**src/include/wcac_pkg.sv**
```systemverilog
// Constants, register map and carrier types for the weld cycle and alarm controller.
// Assumes a 100 MHz system clock and a classic Wishbone slave with 32-bit data.
package wcac_pkg;
  localparam int CLK_PERIOD_NS = 10;
  localparam int TICK_US = 1000;
  localparam int TICK_CYC = (TICK_US * 1000 + CLK_PERIOD_NS - 1) / CLK_PERIOD_NS;
  localparam int SEEK_PERIOD_S = 60;
  localparam int SEEK_PERIOD_MS = SEEK_PERIOD_S * 1000;
  localparam int POWER_SETTLE_S = 1;
  localparam int POWER_SETTLE_MS = POWER_SETTLE_S * 1000;
  localparam int ALARM_W = 4;
  // Register byte offsets
  localparam logic [7:0] REG_CTRL = 8'h00;
  localparam logic [7:0] REG_AMP = 8'h04;
  localparam logic [7:0] REG_OFS = 8'h08;
  localparam logic [7:0] REG_RAMP = 8'h0C;
  localparam logic [7:0] REG_SEEK = 8'h10;
  localparam logic [7:0] REG_STATUS = 8'h14;
  localparam logic [7:0] REG_TUNE = 8'h18;
  localparam logic [7:0] REG_IRQ_ST = 8'h1C;
  localparam logic [7:0] REG_IRQ_MASK = 8'h20;
  // Control field positions
  localparam int CTRL_LATCH = 0;
  localparam int CTRL_AMP_EXT = 1;
  localparam int CTRL_OFS_EXT = 2;
  localparam int CTRL_EOC_STORE = 3;
  localparam int CTRL_TIMED_SEEK = 4;
  localparam int CTRL_W = 5;
  // Interrupt event positions
  localparam int EV_ALARM = 0;
  localparam int EV_START = 1;
  localparam int EV_END = 2;
  localparam int EV_SEEK = 3;
  localparam int EV_PWR = 4;
  localparam int EV_W = 5;
  // Reset values and limits
  localparam logic [CTRL_W-1:0] CTRL_RST = 5'h00;
  localparam logic [6:0] AMP_MIN = 7'h0A;
  localparam logic [6:0] AMP_MAX = 7'h64;
  localparam logic [6:0] AMP_DFLT = 7'h32;
  localparam logic [6:0] AMP_RST = 7'h64;
  localparam logic [15:0] RAMP_RST = 16'h0A0A;
  localparam logic [15:0] SEEK_TIME_RST = 16'h0032;

  typedef enum logic [2:0] {
    ST_IDLE = 3'b001,
    ST_WELD = 3'b010,
    ST_SEEK = 3'b100
  } wcac_state_e;

  typedef struct packed {
    logic start;
    logic seek;
    logic clr;
    logic key;
    logic line_ok;
    logic logic_ok;
    logic amp_ok;
    logic ofs_ok;
    logic [ALARM_W-1:0] fault;
  } wcac_pins_s;

  typedef struct packed {
    logic [CTRL_W-1:0] ctrl;
    logic [6:0] amp;
    logic [11:0] ofs;
    logic [7:0] start_ramp;
    logic [7:0] seek_ramp;
    logic [15:0] seek_time;
    logic [EV_W-1:0] mask;
  } wcac_cfg_s;
endpackage : wcac_pkg

```
**src/core/wcac_core.sv**
```systemverilog
// Weld cycle, alarm policy, ramps and timed seeks behind a Wishbone register file.
// Assumes digital pins are asynchronous and analog words come from an ADC on clk.
//
// The Wishbone slave port and the register offsets were decided locally.
`timescale 1ns/1ps
module wcac_core import wcac_pkg::*; #(
  parameter int TICK_CYCLES = TICK_CYC,
  parameter int SEEK_PERIOD_TICKS = SEEK_PERIOD_MS,
  parameter int POWER_SETTLE_TICKS = POWER_SETTLE_MS,
  parameter int FREQ_W = 20
) (
  // Clock and reset
  input wire logic clk,
  input wire logic rst_b,
  // Wishbone slave
  input wire logic wb_cyc_i,
  input wire logic wb_stb_i,
  input wire logic wb_we_i,
  input wire logic [7:0] wb_adr_i,
  input wire logic [31:0] wb_dat_i,
  input wire logic [3:0] wb_sel_i,
  output logic [31:0] wb_dat_o,
  output logic wb_ack_o,
  // User I/O pins
  input wire logic ext_start_in,
  input wire logic ext_seek_in,
  input wire logic ext_fault_clr_in,
  input wire logic panel_reset_key_in,
  input wire logic line_power_ok_in,
  input wire logic logic_supply_ok_in,
  input wire logic [ALARM_W-1:0] fault_cond_in,
  input wire logic amp_in_valid,
  input wire logic ofs_in_valid,
  // Analog words, clk domain
  input wire logic [6:0] amp_in,
  input wire logic [11:0] ofs_in,
  input wire logic [FREQ_W-1:0] meas_freq_in,
  // Outputs
  output logic sonics_on,
  output logic ready_out,
  output logic fault_out,
  output logic seek_scan_out,
  output logic [6:0] amp_level,
  output logic [11:0] freq_offset,
  output logic irq
);
  function automatic logic pct_ok(input logic [6:0] v);
    pct_ok = (v >= AMP_MIN) && (v <= AMP_MAX);
  endfunction : pct_ok

  // Two-flop synchronisers; stage one feeds stage two only
  wcac_pins_s sync1_ff, sync2_ff, prev_ff;
  wcac_pins_s pins_raw;
  always_comb begin
    pins_raw = '0;
    pins_raw.start = ext_start_in;
    pins_raw.seek = ext_seek_in;
    pins_raw.clr = ext_fault_clr_in;
    pins_raw.key = panel_reset_key_in;
    pins_raw.line_ok = line_power_ok_in;
    pins_raw.logic_ok = logic_supply_ok_in;
    pins_raw.amp_ok = amp_in_valid;
    pins_raw.ofs_ok = ofs_in_valid;
    pins_raw.fault = fault_cond_in;
  end
  always_ff @(posedge clk or negedge rst_b) begin
    if (!rst_b) begin
      sync1_ff <= '0;
      sync2_ff <= '0;
      prev_ff <= '0;
    end else begin
      sync1_ff <= pins_raw;
      sync2_ff <= sync1_ff;
      prev_ff <= sync2_ff;
    end
  end
  logic start_rise, seek_rise, logic_rise;
  assign start_rise = sync2_ff.start && !prev_ff.start;
  assign seek_rise = sync2_ff.seek && !prev_ff.seek;
  assign logic_rise = sync2_ff.logic_ok && !prev_ff.logic_ok;

  // Millisecond tick keeps the long timers narrow
  logic [31:0] tick_cnt_ff, nxt_tick_cnt;
  logic tick;
  always_comb begin
    tick = (tick_cnt_ff == 32'(TICK_CYCLES - 1));
    nxt_tick_cnt = tick ? 32'h0000_0000 : tick_cnt_ff + 32'h0000_0001;
  end
  always_ff @(posedge clk or negedge rst_b) begin
    if (!rst_b) begin
      tick_cnt_ff <= 32'h0000_0000;
    end else begin
      tick_cnt_ff <= nxt_tick_cnt;
    end
  end

  // Register file and bus
  wcac_cfg_s cfg_ff, nxt_cfg;
  logic [EV_W-1:0] irq_st_ff, nxt_irq_st, ev;
  logic [31:0] dat_ff, nxt_dat, rd_mux;
  logic ack_ff, nxt_ack;
  logic [FREQ_W-1:0] tune_ff, nxt_tune;
  wcac_state_e state_ff, nxt_state;
  logic alarm_ff, nxt_alarm;
  logic wr_go;
  assign wr_go = wb_cyc_i && wb_stb_i && wb_we_i && ack_ff;

  always_comb begin
    rd_mux = 32'h0000_0000;
    case (wb_adr_i)
      REG_CTRL: rd_mux[CTRL_W-1:0] = cfg_ff.ctrl;
      REG_AMP: rd_mux[6:0] = cfg_ff.amp;
      REG_OFS: rd_mux[11:0] = cfg_ff.ofs;
      REG_RAMP: rd_mux[15:0] = {cfg_ff.seek_ramp, cfg_ff.start_ramp};
      REG_SEEK: rd_mux[15:0] = cfg_ff.seek_time;
      REG_STATUS: rd_mux[6:0] = {state_ff, seek_scan_out, alarm_ff, ready_out, sonics_on};
      REG_TUNE: rd_mux[FREQ_W-1:0] = tune_ff;
      REG_IRQ_ST: rd_mux[EV_W-1:0] = irq_st_ff;
      REG_IRQ_MASK: rd_mux[EV_W-1:0] = cfg_ff.mask;
      default: rd_mux = 32'h0000_0000;
    endcase
    // Ack one cycle after the strobe; the write lands on the edge that samples ack
    nxt_ack = wb_cyc_i && wb_stb_i && !ack_ff;
    nxt_dat = nxt_ack ? rd_mux : dat_ff;
    nxt_cfg = cfg_ff;
    if (wr_go && wb_sel_i[0]) begin
      case (wb_adr_i)
        REG_CTRL: nxt_cfg.ctrl = wb_dat_i[CTRL_W-1:0];
        REG_AMP: nxt_cfg.amp = pct_ok(wb_dat_i[6:0]) ? wb_dat_i[6:0] : cfg_ff.amp;
        REG_OFS: nxt_cfg.ofs[7:0] = wb_dat_i[7:0];
        REG_RAMP: nxt_cfg.start_ramp = wb_dat_i[7:0];
        REG_SEEK: nxt_cfg.seek_time[7:0] = wb_dat_i[7:0];
        REG_IRQ_MASK: nxt_cfg.mask = wb_dat_i[EV_W-1:0];
        default: nxt_cfg = cfg_ff;
      endcase
    end
    if (wr_go && wb_sel_i[1]) begin
      case (wb_adr_i)
        REG_OFS: nxt_cfg.ofs[11:8] = wb_dat_i[11:8];
        REG_RAMP: nxt_cfg.seek_ramp = wb_dat_i[15:8];
        REG_SEEK: nxt_cfg.seek_time[15:8] = wb_dat_i[15:8];
        default: nxt_cfg.ofs = nxt_cfg.ofs;
      endcase
    end
    // Write one to clear; a new event in the same cycle wins
    nxt_irq_st = irq_st_ff;
    if (wr_go && wb_sel_i[0] && (wb_adr_i == REG_IRQ_ST)) nxt_irq_st = irq_st_ff & ~wb_dat_i[EV_W-1:0];
    nxt_irq_st = nxt_irq_st | ev;
  end
  always_ff @(posedge clk or negedge rst_b) begin
    if (!rst_b) begin
      cfg_ff <= '{ctrl: CTRL_RST, amp: AMP_RST, ofs: 12'h000, start_ramp: RAMP_RST[7:0],
                  seek_ramp: RAMP_RST[15:8], seek_time: SEEK_TIME_RST, mask: '0};
      irq_st_ff <= '0;
      dat_ff <= 32'h0000_0000;
      ack_ff <= 1'b0;
    end else begin
      cfg_ff <= nxt_cfg;
      irq_st_ff <= nxt_irq_st;
      dat_ff <= nxt_dat;
      ack_ff <= nxt_ack;
    end
  end
  assign wb_dat_o = dat_ff;
  assign wb_ack_o = ack_ff;
  assign irq = |(irq_st_ff & cfg_ff.mask);

  // Power-on check: line power must settle before the logic supply appears
  logic [31:0] line_cnt_ff, nxt_line_cnt;
  logic pwr_alarm;
  always_comb begin
    nxt_line_cnt = line_cnt_ff;
    if (!sync2_ff.line_ok) nxt_line_cnt = 32'h0000_0000;
    else if (tick && (line_cnt_ff < 32'(POWER_SETTLE_TICKS))) nxt_line_cnt = line_cnt_ff + 32'h0000_0001;
    pwr_alarm = logic_rise && (line_cnt_ff < 32'(POWER_SETTLE_TICKS));
  end
  always_ff @(posedge clk or negedge rst_b) begin
    if (!rst_b) begin
      line_cnt_ff <= 32'h0000_0000;
    end else begin
      line_cnt_ff <= nxt_line_cnt;
    end
  end

  // Setpoint and offset selection; invalid analog input falls back to defaults
  logic [6:0] amp_set;
  logic [11:0] ofs_set;
  always_comb begin
    if (!cfg_ff.ctrl[CTRL_AMP_EXT]) amp_set = cfg_ff.amp;
    else if (sync2_ff.amp_ok && pct_ok(amp_in)) amp_set = amp_in;
    else amp_set = AMP_DFLT;
    if (!cfg_ff.ctrl[CTRL_OFS_EXT]) ofs_set = cfg_ff.ofs;
    else if (sync2_ff.ofs_ok) ofs_set = ofs_in;
    else ofs_set = 12'h000;
  end

  // Cycle sequencer with alarm policy, ramp and seek timers
  logic [6:0] amp_ff, nxt_amp;
  logic [11:0] ofs_ff, nxt_ofs;
  logic [7:0] step_ff, nxt_step;
  logic [15:0] seek_cnt_ff, nxt_seek_cnt;
  logic [31:0] per_cnt_ff, nxt_per_cnt;
  logic seek_due, alarm_set, alarm_clr, latch, may_start, clr_by_start;
  logic [7:0] step_len;
  always_comb begin
    latch = cfg_ff.ctrl[CTRL_LATCH];
    alarm_set = (|sync2_ff.fault) || pwr_alarm;
    clr_by_start = !latch && start_rise;
    alarm_clr = (latch && (sync2_ff.key || sync2_ff.clr)) || clr_by_start;
    // Set beats clear so a fault in the clearing cycle is never lost
    nxt_alarm = alarm_set || (alarm_ff && !alarm_clr);
    may_start = !alarm_set && (!alarm_ff || clr_by_start);
    seek_due = cfg_ff.ctrl[CTRL_TIMED_SEEK] && (per_cnt_ff >= 32'(SEEK_PERIOD_TICKS));
    step_len = (state_ff == ST_SEEK) ? cfg_ff.seek_ramp : cfg_ff.start_ramp;
    nxt_state = state_ff;
    nxt_amp = amp_ff;
    nxt_ofs = ofs_ff;
    nxt_step = step_ff;
    nxt_seek_cnt = seek_cnt_ff;
    nxt_per_cnt = (tick && (per_cnt_ff < 32'(SEEK_PERIOD_TICKS))) ? per_cnt_ff + 32'h0000_0001 : per_cnt_ff;
    nxt_tune = tune_ff;
    ev = '0;
    ev[EV_ALARM] = alarm_set && !alarm_ff;
    ev[EV_PWR] = pwr_alarm;
    // Ramp one percent per step period; a zero period jumps straight to target
    if ((state_ff != ST_IDLE) && tick && (amp_ff < amp_set)) begin
      if (step_ff >= step_len) begin
        nxt_step = 8'h00;
        nxt_amp = amp_ff + 7'h01;
      end else begin
        nxt_step = step_ff + 8'h01;
      end
    end
    if ((state_ff != ST_IDLE) && (step_len == 8'h00)) nxt_amp = amp_set;
    if ((state_ff != ST_IDLE) && (amp_ff > amp_set)) nxt_amp = amp_set;
    case (state_ff)
      ST_IDLE: begin
        nxt_amp = 7'h00;
        nxt_step = 8'h00;
        nxt_seek_cnt = 16'h0000;
        if (start_rise && may_start) begin
          nxt_state = ST_WELD;
          nxt_ofs = ofs_set;
          nxt_per_cnt = 32'h0000_0000;
          ev[EV_START] = 1'b1;
        end else if ((seek_due || seek_rise) && !alarm_ff && !alarm_set) begin
          nxt_state = ST_SEEK;
          nxt_ofs = ofs_set;
          nxt_per_cnt = 32'h0000_0000;
        end
      end
      ST_WELD: begin
        if (alarm_set) begin
          nxt_state = ST_IDLE;
        end else if (!sync2_ff.start) begin
          nxt_state = ST_IDLE;
          ev[EV_END] = 1'b1;
          if (cfg_ff.ctrl[CTRL_EOC_STORE]) nxt_tune = meas_freq_in;
        end
      end
      ST_SEEK: begin
        if (tick) nxt_seek_cnt = seek_cnt_ff + 16'h0001;
        if (alarm_set) begin
          nxt_state = ST_IDLE;
        end else if (seek_cnt_ff >= cfg_ff.seek_time) begin
          nxt_state = ST_IDLE;
          nxt_tune = meas_freq_in;
          nxt_per_cnt = 32'h0000_0000;
          ev[EV_SEEK] = 1'b1;
        end
      end
      default: nxt_state = ST_IDLE;
    endcase
    // Leaving a cycle drops amplitude on the same edge as the output
    if (nxt_state == ST_IDLE) nxt_amp = 7'h00;
  end
  always_ff @(posedge clk or negedge rst_b) begin
    if (!rst_b) begin
      state_ff <= ST_IDLE;
      alarm_ff <= 1'b0;
      amp_ff <= 7'h00;
      ofs_ff <= 12'h000;
      step_ff <= 8'h00;
      seek_cnt_ff <= 16'h0000;
      per_cnt_ff <= 32'h0000_0000;
      tune_ff <= '0;
    end else begin
      state_ff <= nxt_state;
      alarm_ff <= nxt_alarm;
      amp_ff <= nxt_amp;
      ofs_ff <= nxt_ofs;
      step_ff <= nxt_step;
      seek_cnt_ff <= nxt_seek_cnt;
      per_cnt_ff <= nxt_per_cnt;
      tune_ff <= nxt_tune;
    end
  end

  // Ready masks the trigger only in held mode; self-clearing accepts a fresh start
  assign sonics_on = (state_ff == ST_WELD);
  assign ready_out = (state_ff == ST_IDLE) && !(alarm_ff && cfg_ff.ctrl[CTRL_LATCH]);
  assign fault_out = alarm_ff;
  assign seek_scan_out = (state_ff == ST_SEEK);
  assign amp_level = amp_ff;
  assign freq_offset = ofs_ff;
endmodule : wcac_core

```
**config.mk**
```make
export PLATFORM = sky130hd
export DESIGN_NAME = wcac_core
export DESIGN_NICKNAME = d
export VERILOG_FILES = /design/src/include/wcac_pkg.sv /design/src/core/wcac_core.sv
export SDC_FILE = /design/constraint.sdc
export NUM_CORES = 1
export LEC_CHECK = 0
export ABC_AREA = 1
export BUFFER_PORTS_ARGS = -buffer_cell sky130_fd_sc_hd__buf_2
export CAP_MARGIN = 40
export CORE_ASPECT_RATIO = 0.8
export CORE_MARGIN = 2
export CORE_UTILIZATION = 25
export CTS_CLUSTER_SIZE = 20
export DETAILED_ROUTE_END_ITERATION = 10
export HOLD_SLACK_MARGIN = 0.05
export PLACE_DENSITY_LB_ADDON = 0.15
export SLEW_MARGIN = 5
export SYNTH_ARGS = -nofsm -noshare
export SYNTH_HDL_FRONTEND = slang
export SYNTH_SLANG_ARGS = --single-unit
export TNS_END_PERCENT = 20
```
**constraint.sdc**
```tcl
create_clock -name clk -period 4.5 [get_ports clk]
set_clock_uncertainty 0.05 [all_clocks]
set_input_delay 0.45 -clock clk [delete_from_list [all_inputs] [get_ports clk]]
set_output_delay 0.45 -clock clk [all_outputs]
set_load 0.005 [all_outputs]
```
# Word-level counts from Yosys, hierarchy flattened
# Cells that the tools add are included.
totals:
  out_inout_bits: 57
  elab_cells: 213
  in_bits: 100
  register_bits: 277
op_classes:
  n_eq_ne: 21
  n_bitwise: 4
  reduce_logical: 65
  n_lt_le_gt_ge: 11
  n_addsub: 6
  mux: 64
op_table:
  columns: ["cell", "count"]
  rows:
  - ["32-bit two-way mux", 8]
  - ["20-bit two-way mux", 5]
  - ["32-bit by 1-bit adder with 32-bit output (second input constant)", 3]
  - ["8-bit two-way mux", 9]
  - ["32-bit case mux with 2 select lines", 1]
  - ["12-bit two-way mux", 5]
  - ["7-bit two-way mux", 8]
  - ["45-bit two-way mux", 1]
  - ["5-bit case mux with 9 select lines", 1]
  - ["20-bit case mux with 2 select lines", 1]
  - ["32-bit by 17-bit == test with 1-bit output (second input constant)", 1]
  - ["8-bit by 5-bit == test with 1-bit output (second input constant)", 4]
  - ["32-bit by 16-bit greater-or-equal comparator with 1-bit output (second input constant)", 1]
  - ["32-bit by 10-bit < comparator with 1-bit output (second input constant)", 1]
  - ["32-bit by 16-bit < comparator with 1-bit output (second input constant)", 1]
  - ["16-bit two-way mux", 2]
  - ["16-bit case mux with 2 select lines", 1]
  - ["1-bit logical AND", 31]
  - ["5-bit case mux with 4 select lines", 1]
  - ["3-bit two-way mux", 6]
  - ["16-bit by 1-bit adder with 16-bit output (second input constant)", 1]
  - ["8-bit by 4-bit == test with 1-bit output (second input constant)", 2]
  - ["16-bit greater-or-equal comparator", 1]
  - ["8-bit zero test", 2]
  - ["33 further kinds", 74]

# Longest topological paths before layout
depth:
  depth_word: 12
  mapped_depth: 19
  mapped_depth_nobuf: 19

# Worst setup path after synthesis
# Ideal clock, no wire load.
synth_path:
  kind: "input port to flip-flop"
  startpoint: "input port amp_in[0]"
  endpoint: "register amp_ff[5], in the netlist amp_level[5]"
  arrival_time_ns: 2.365
  path_stages: 17
  path_buffers: 0
  slack_ns: 2.007
  required_ns: 4.372
  setup_ns: 0.078
  cell_sequence: "o21ai_0 a21oi_1 nor2_1 nand2_1 nand2_1 inv_1 ha_1 nand2_1 o21ai_0 nand2_1 nand2_1 nand2_1 nand2_8 nand2_8 nand2_8 nand3_2 a21oi_1"
synth_via:
  elab_chain_cells: 10
  elab_cells_between_ends: 17
  classes_between: "4 x order compare; 6 x mux; 7 x reduce/logical"
synth_lines:
  columns: ["item", "line", "text"]
  rows:
  - ["from (decl)", "wcac_core.sv:35", "input wire logic [6:0] amp_in,"]
  - ["7-bit by 4-bit greater-or-equal comparator with 1-bit output or 7-bit less-or-equal comparator (tied branches)", "wcac_core.sv:48", "pct_ok = (v >= AMP_MIN) && (v <= AMP_MAX);"]
  - ["1-bit logical AND", "wcac_core.sv:48", null]
  - ["1-bit logical AND", "wcac_core.sv:190", "else if (sync2_ff.amp_ok && pct_ok(amp_in)) amp_set = amp_in;"]
  - ["7-bit two-way mux (*)", "wcac_core.sv:190", null]
  - ["7-bit two-way mux (*)", "wcac_core.sv:189", "if (!cfg_ff.ctrl[CTRL_AMP_EXT]) amp_set = cfg_ff.amp;"]
  - ["7-bit > comparator", "wcac_core.sv:235", "if ((state_ff != ST_IDLE) && (amp_ff > amp_set)) nxt_amp = amp_set;"]
  - ["1-bit logical AND", "wcac_core.sv:235", null]
  - ["7-bit two-way mux", "wcac_core.sv:235", null]
  - ["7-bit two-way mux", "wcac_core.sv:236", "case (state_ff)"]
  - ["7-bit two-way mux", "wcac_core.sv:275", "if (nxt_state == ST_IDLE) nxt_amp = 7'h00;"]
  - ["to (signal assigned)", "wcac_core.sv:290", "amp_ff <= nxt_amp;"]
  - ["to (decl)", "wcac_core.sv:198", "logic [6:0] amp_ff, nxt_amp;"]
# Every way passes the cells marked *; elsewhere a longest branch is shown, timed or not.
# A chain may end at the register's enable or synchronous reset.

# Worst setup path after layout
layout_path:
  startpoint: "register cfg_ff[6] (netlist bit)"
  endpoint: "register tune_ff[3]"
layout_via:
  elab_chain_cells: 3
layout_lines:
  columns: ["item", "line", "text"]
  rows:
  - ["from (decl)", "wcac_core.sv:98", "wcac_cfg_s cfg_ff, nxt_cfg;"]
  - ["from (signal assigned)", "wcac_core.sv:152", "cfg_ff <= '{ctrl: CTRL_RST, amp: AMP_RST, ofs: 12'h000, start_ramp: RAMP_RST[7:0],"]
  - ["from (signal assigned)", "wcac_core.sv:158", "cfg_ff <= nxt_cfg;"]
  - ["16-bit greater-or-equal comparator", "wcac_core.sv:265", "end else if (seek_cnt_ff >= cfg_ff.seek_time) begin"]
  - ["2-bit by 1-bit != test with 1-bit output (no line)", null, null]
  - ["6-bit AND reduction (no line)", null, null]
  - ["to (signal assigned)", "wcac_core.sv:295", "tune_ff <= nxt_tune;"]
  - ["to (decl)", "wcac_core.sv:102", "logic [FREQ_W-1:0] tune_ff, nxt_tune;"]
# No other way between the ends.

==> results.toml <==
[setup_path]
cp-start-kind = "flop"
worst_setup_path_end_kind = "flop"
worstPathMaxFanout = 35
crit_arrival_ns = 3.56
crit_type = "reg -> reg"
worst_ep_required_time_ns = 4.94

[synthesis]
yosysSeqAreaShare_pct = 45.51
synth_warnings = 0
synthArstFlopShare_pct = 100.0
synthesis.area_mm2 = 0.01526
synth_edf_count = 0
ys_seq_elements = 277
synth_flop_cell = "dfrtp_1"
synth_cells = 1972
synthDistinctLibCells = 49
syn_avg_cell_area_um2 = 7.738

[final_layout]
mostFrequentLayoutCell = "nand2_1"
synthToLayoutAreaGrowth_pct = 19.93
drive_above_1_share_pct = 12.28
final_nets = 2252
design_area_mm2 = 0.01830
multi_input_area_mm2 = 0.007019
n_fill_cell = 6415
final_util_pct = 30.52
final_cell_mix = "nand2_1, dfrtp_1, inv_1"
seq_area_mm2 = 0.006945

[global_route]
grt_pass1_wl_um = 77360
grt_pass1_vias = 13276
gr-total-overflow = 0
antenna_found_initial = 1
grt_max_degree = 115
gr-usage-all-layers_pct = 15.72

[detailed_routing]
vias_per_cell = 4.655
wirelength_um = 49300
via_count = 13596
drc_errors = 0
post_drt_wl_per_cell_um = 16.88
dr.pass1.iters = 7
drtIter0Drc = 997
drtAntennaViolNets = 0

[die]
die_y_um = 225.0
start_util_pct = 25.45
pin_count = 157
die_w_um = 280.2
die_area_mm2 = 0.06304
fp-row-count = 80
coreArea_mm2 = 0.05996

[timing]
drv_slew = 0
finalCritPeriodShare_pct = 69.47
worst_pin_slew_ns = 0.9067
slew_headroom_pct = 39.34
finalCriticalPeriod_ns = 3.126
rsz0062_at_grt = "no"
setup_tns_ns = 0
fmax_ghz = 0.3199
setup_viol = 0
finalWorstSetupSlack_ns = 1.374
timing_hold_violations_final = 0

[placement]
routabilityCongestion = 0.8759
placed_area_mm2 = 0.01665
dp_hpwl_um = 35190
pre_cts_ws_ns = 1.371
io_buffers = 126

[clocking]
clk_pin_slew_ns = 0.06
clockRootBuffer = "clkbuf_16"
clockBufferDepth = 3
cts_buffers = 36
insertion_delay_ns = 0.55
cts_tree = "yes"
htreeDepth = 2
clock_sinks = 277
cts_setup_buffers = 0

[job]
cap_violations = 0

[power_and_ir_drop]
ir_drop_mv = 0.1965
p_leak_nw = 8.690
pwr_density_cell_mw_per_mm2 = 355.3

[outcome]
status = "finished, final reports clean"

[hold_path]
hold_class = "in -> reg"
cell usage after synthesis (2+ instances only):
master	n	area [µm²]
ha_1	38	475.5
nand4_1	63	394.1
dfstp_2	11	289.0
nor2_2	7	43.79
inv_1	236	885.9
o31ai_1	15	112.6
a21boi_0	10	75.07
a211oi_1	2	15.01
nor4_1	5	31.28
or2_2	3	18.77
xnor2_1	8	70.07
clkbuf_1	30	112.6
nand3_1	193	965.9
and3_1	3	18.77
a22o_1	2	17.52
nand2_1	523	1963
buf_6	2	22.52
a21oi_1	67	335.3
buf_4	17	127.6
a221oi_1	4	35.03
buf_1	4	15.01
o2bb2ai_1	2	17.52
nand2_4	2	22.52
nor3_2	4	40.04
dfrtp_1	266	6656
nand2_8	3	60.06
xor2_1	51	446.7
o22ai_1	12	75.07
a21o_1	2	15.01
a22oi_1	2	15.01
a31oi_1	3	18.77
nor2_1	152	570.6
o311ai_0	2	17.52
nand3_2	9	90.09
nor3_1	34	170.2
nand3b_1	10	75.07
buf_2	26	130.1
nand2_2	14	87.58
o21ai_0	118	590.6
nor2_4	4	45.04
inv_2	5	18.77
final cells by class:
cell class | count | share of cell area, %
clock inverters | 13 | 1.251
inverters | 242 | 4.963
multi-input cells | 1384 | 38.35
well taps | 779 | 5.326
diodes | 1 | 0.01367
clock buffers | 52 | 5.975
repair buffers | 173 | 6.167
flip-flops and latches | 277 | 37.95
where the power goes:
group / switching [mW] / internal, mW
combinational: 0.487 / 0.187
clock: 1.18 / 2.03
sequential: 0.0649 / 2.55
path summary, 6_finish.rpt:
| kind | endpoint | depth (start not counted) | start | slack [ns] |
|---|---|---|---|---|
| min in group asynchronous | freq_offset[0] | 2 | rst_b | 0.42 |
| worst max register to register | tune_ff[3] | 16 | cfg_ff[6] | 1.37 |
| max in group asynchronous | wb_ack_o | 3 | rst_b | 2.86 |
| worst max-delay path | tune_ff[3] | 16 | cfg_ff[6] | 1.37 |
| worst min register to register | sync2_ff[6] | 0 | sync1_ff[6] | 0.30 |
| worst min-delay path | cfg_ff[19] | 3 | wb_dat_i[14] | 0.12 |
what timing repair did:
item / in CTS / in global routing
resized for setup: 0 / 0
hold buffers: 33 / 0
hold endpoints to repair: 97 / 0
state kept, by name, indices dropped and copies added, names as in the netlist:
name         cells
sync2_ff        12
sync1_ff        12
amp_level        7
wb_ack_o         1
tune_ff         20
tick_cnt_ff     32
cfg_ff          61
freq_offset     12
irq_st_ff        5
step_ff          8
seek_cnt_ff     16
line_cnt_ff     32
wb_dat_o        20
per_cnt_ff      32
fault_out        1
state_ff         3
prev_ff          3
metal layers:
layer  global-route usage [%]  routed length [µm]  vias to the layer above
met2                    22.33               20270                      314
met5                        0                   0                        -
met3                    2.343                2328                       61
li1                         -                   -                     6684
met4                    4.175                 998                        0
met1                    24.42               25690                     6537
cells by family (layout without fill, tap and decap cells):
| family | after synthesis | count (layout) | share of synthesized area (%) |
|---|---|---|---|
| simple gates | 1031 | 1031 | 30.26 |
| buf+inv | 322 | 480 | 8.757 |
| flops | 277 | 277 | 45.51 |
| compound gates | 244 | 244 | 8.946 |
| xor+xnor | 59 | 59 | 3.386 |
| fa+ha+maj | 38 | 38 | 3.116 |
| other cells | 1 | 13 | 0.02457 |
worst max-delay path, cell delays in order, from the launching register on:
cell and delay [ns]:
dfstp_2 0.53, inv_1 0.09, ha_1 0.31, nand2_1 0.05, nand2_1 0.05, nand2_1 0.04, nand2_1 0.05, nand2_1 0.05
nand2_1 0.06, nand2_1 0.05, nand3_1 0.07, buf_4 0.40, nand3_1 0.22, buf_4 0.27, nand2_1 0.52, nand2_1 0.15
nand2_1 0.09
per-stage QoR:
stage | cells | hold slack [ns] | power, mW
after floorplan | 1983 | 0.1044 | 3.004
after global placement | 2819 | 0.2863 | 3.293
after detailed placement | 2822 | 0.2871 | 3.317
after CTS | 2920 | 0.09425 | 6.617
after global routing | 2921 | 0.1344 | 6.793
final | 2921 | 0.1248 | 6.502
(Power assumes the default switching activity.)
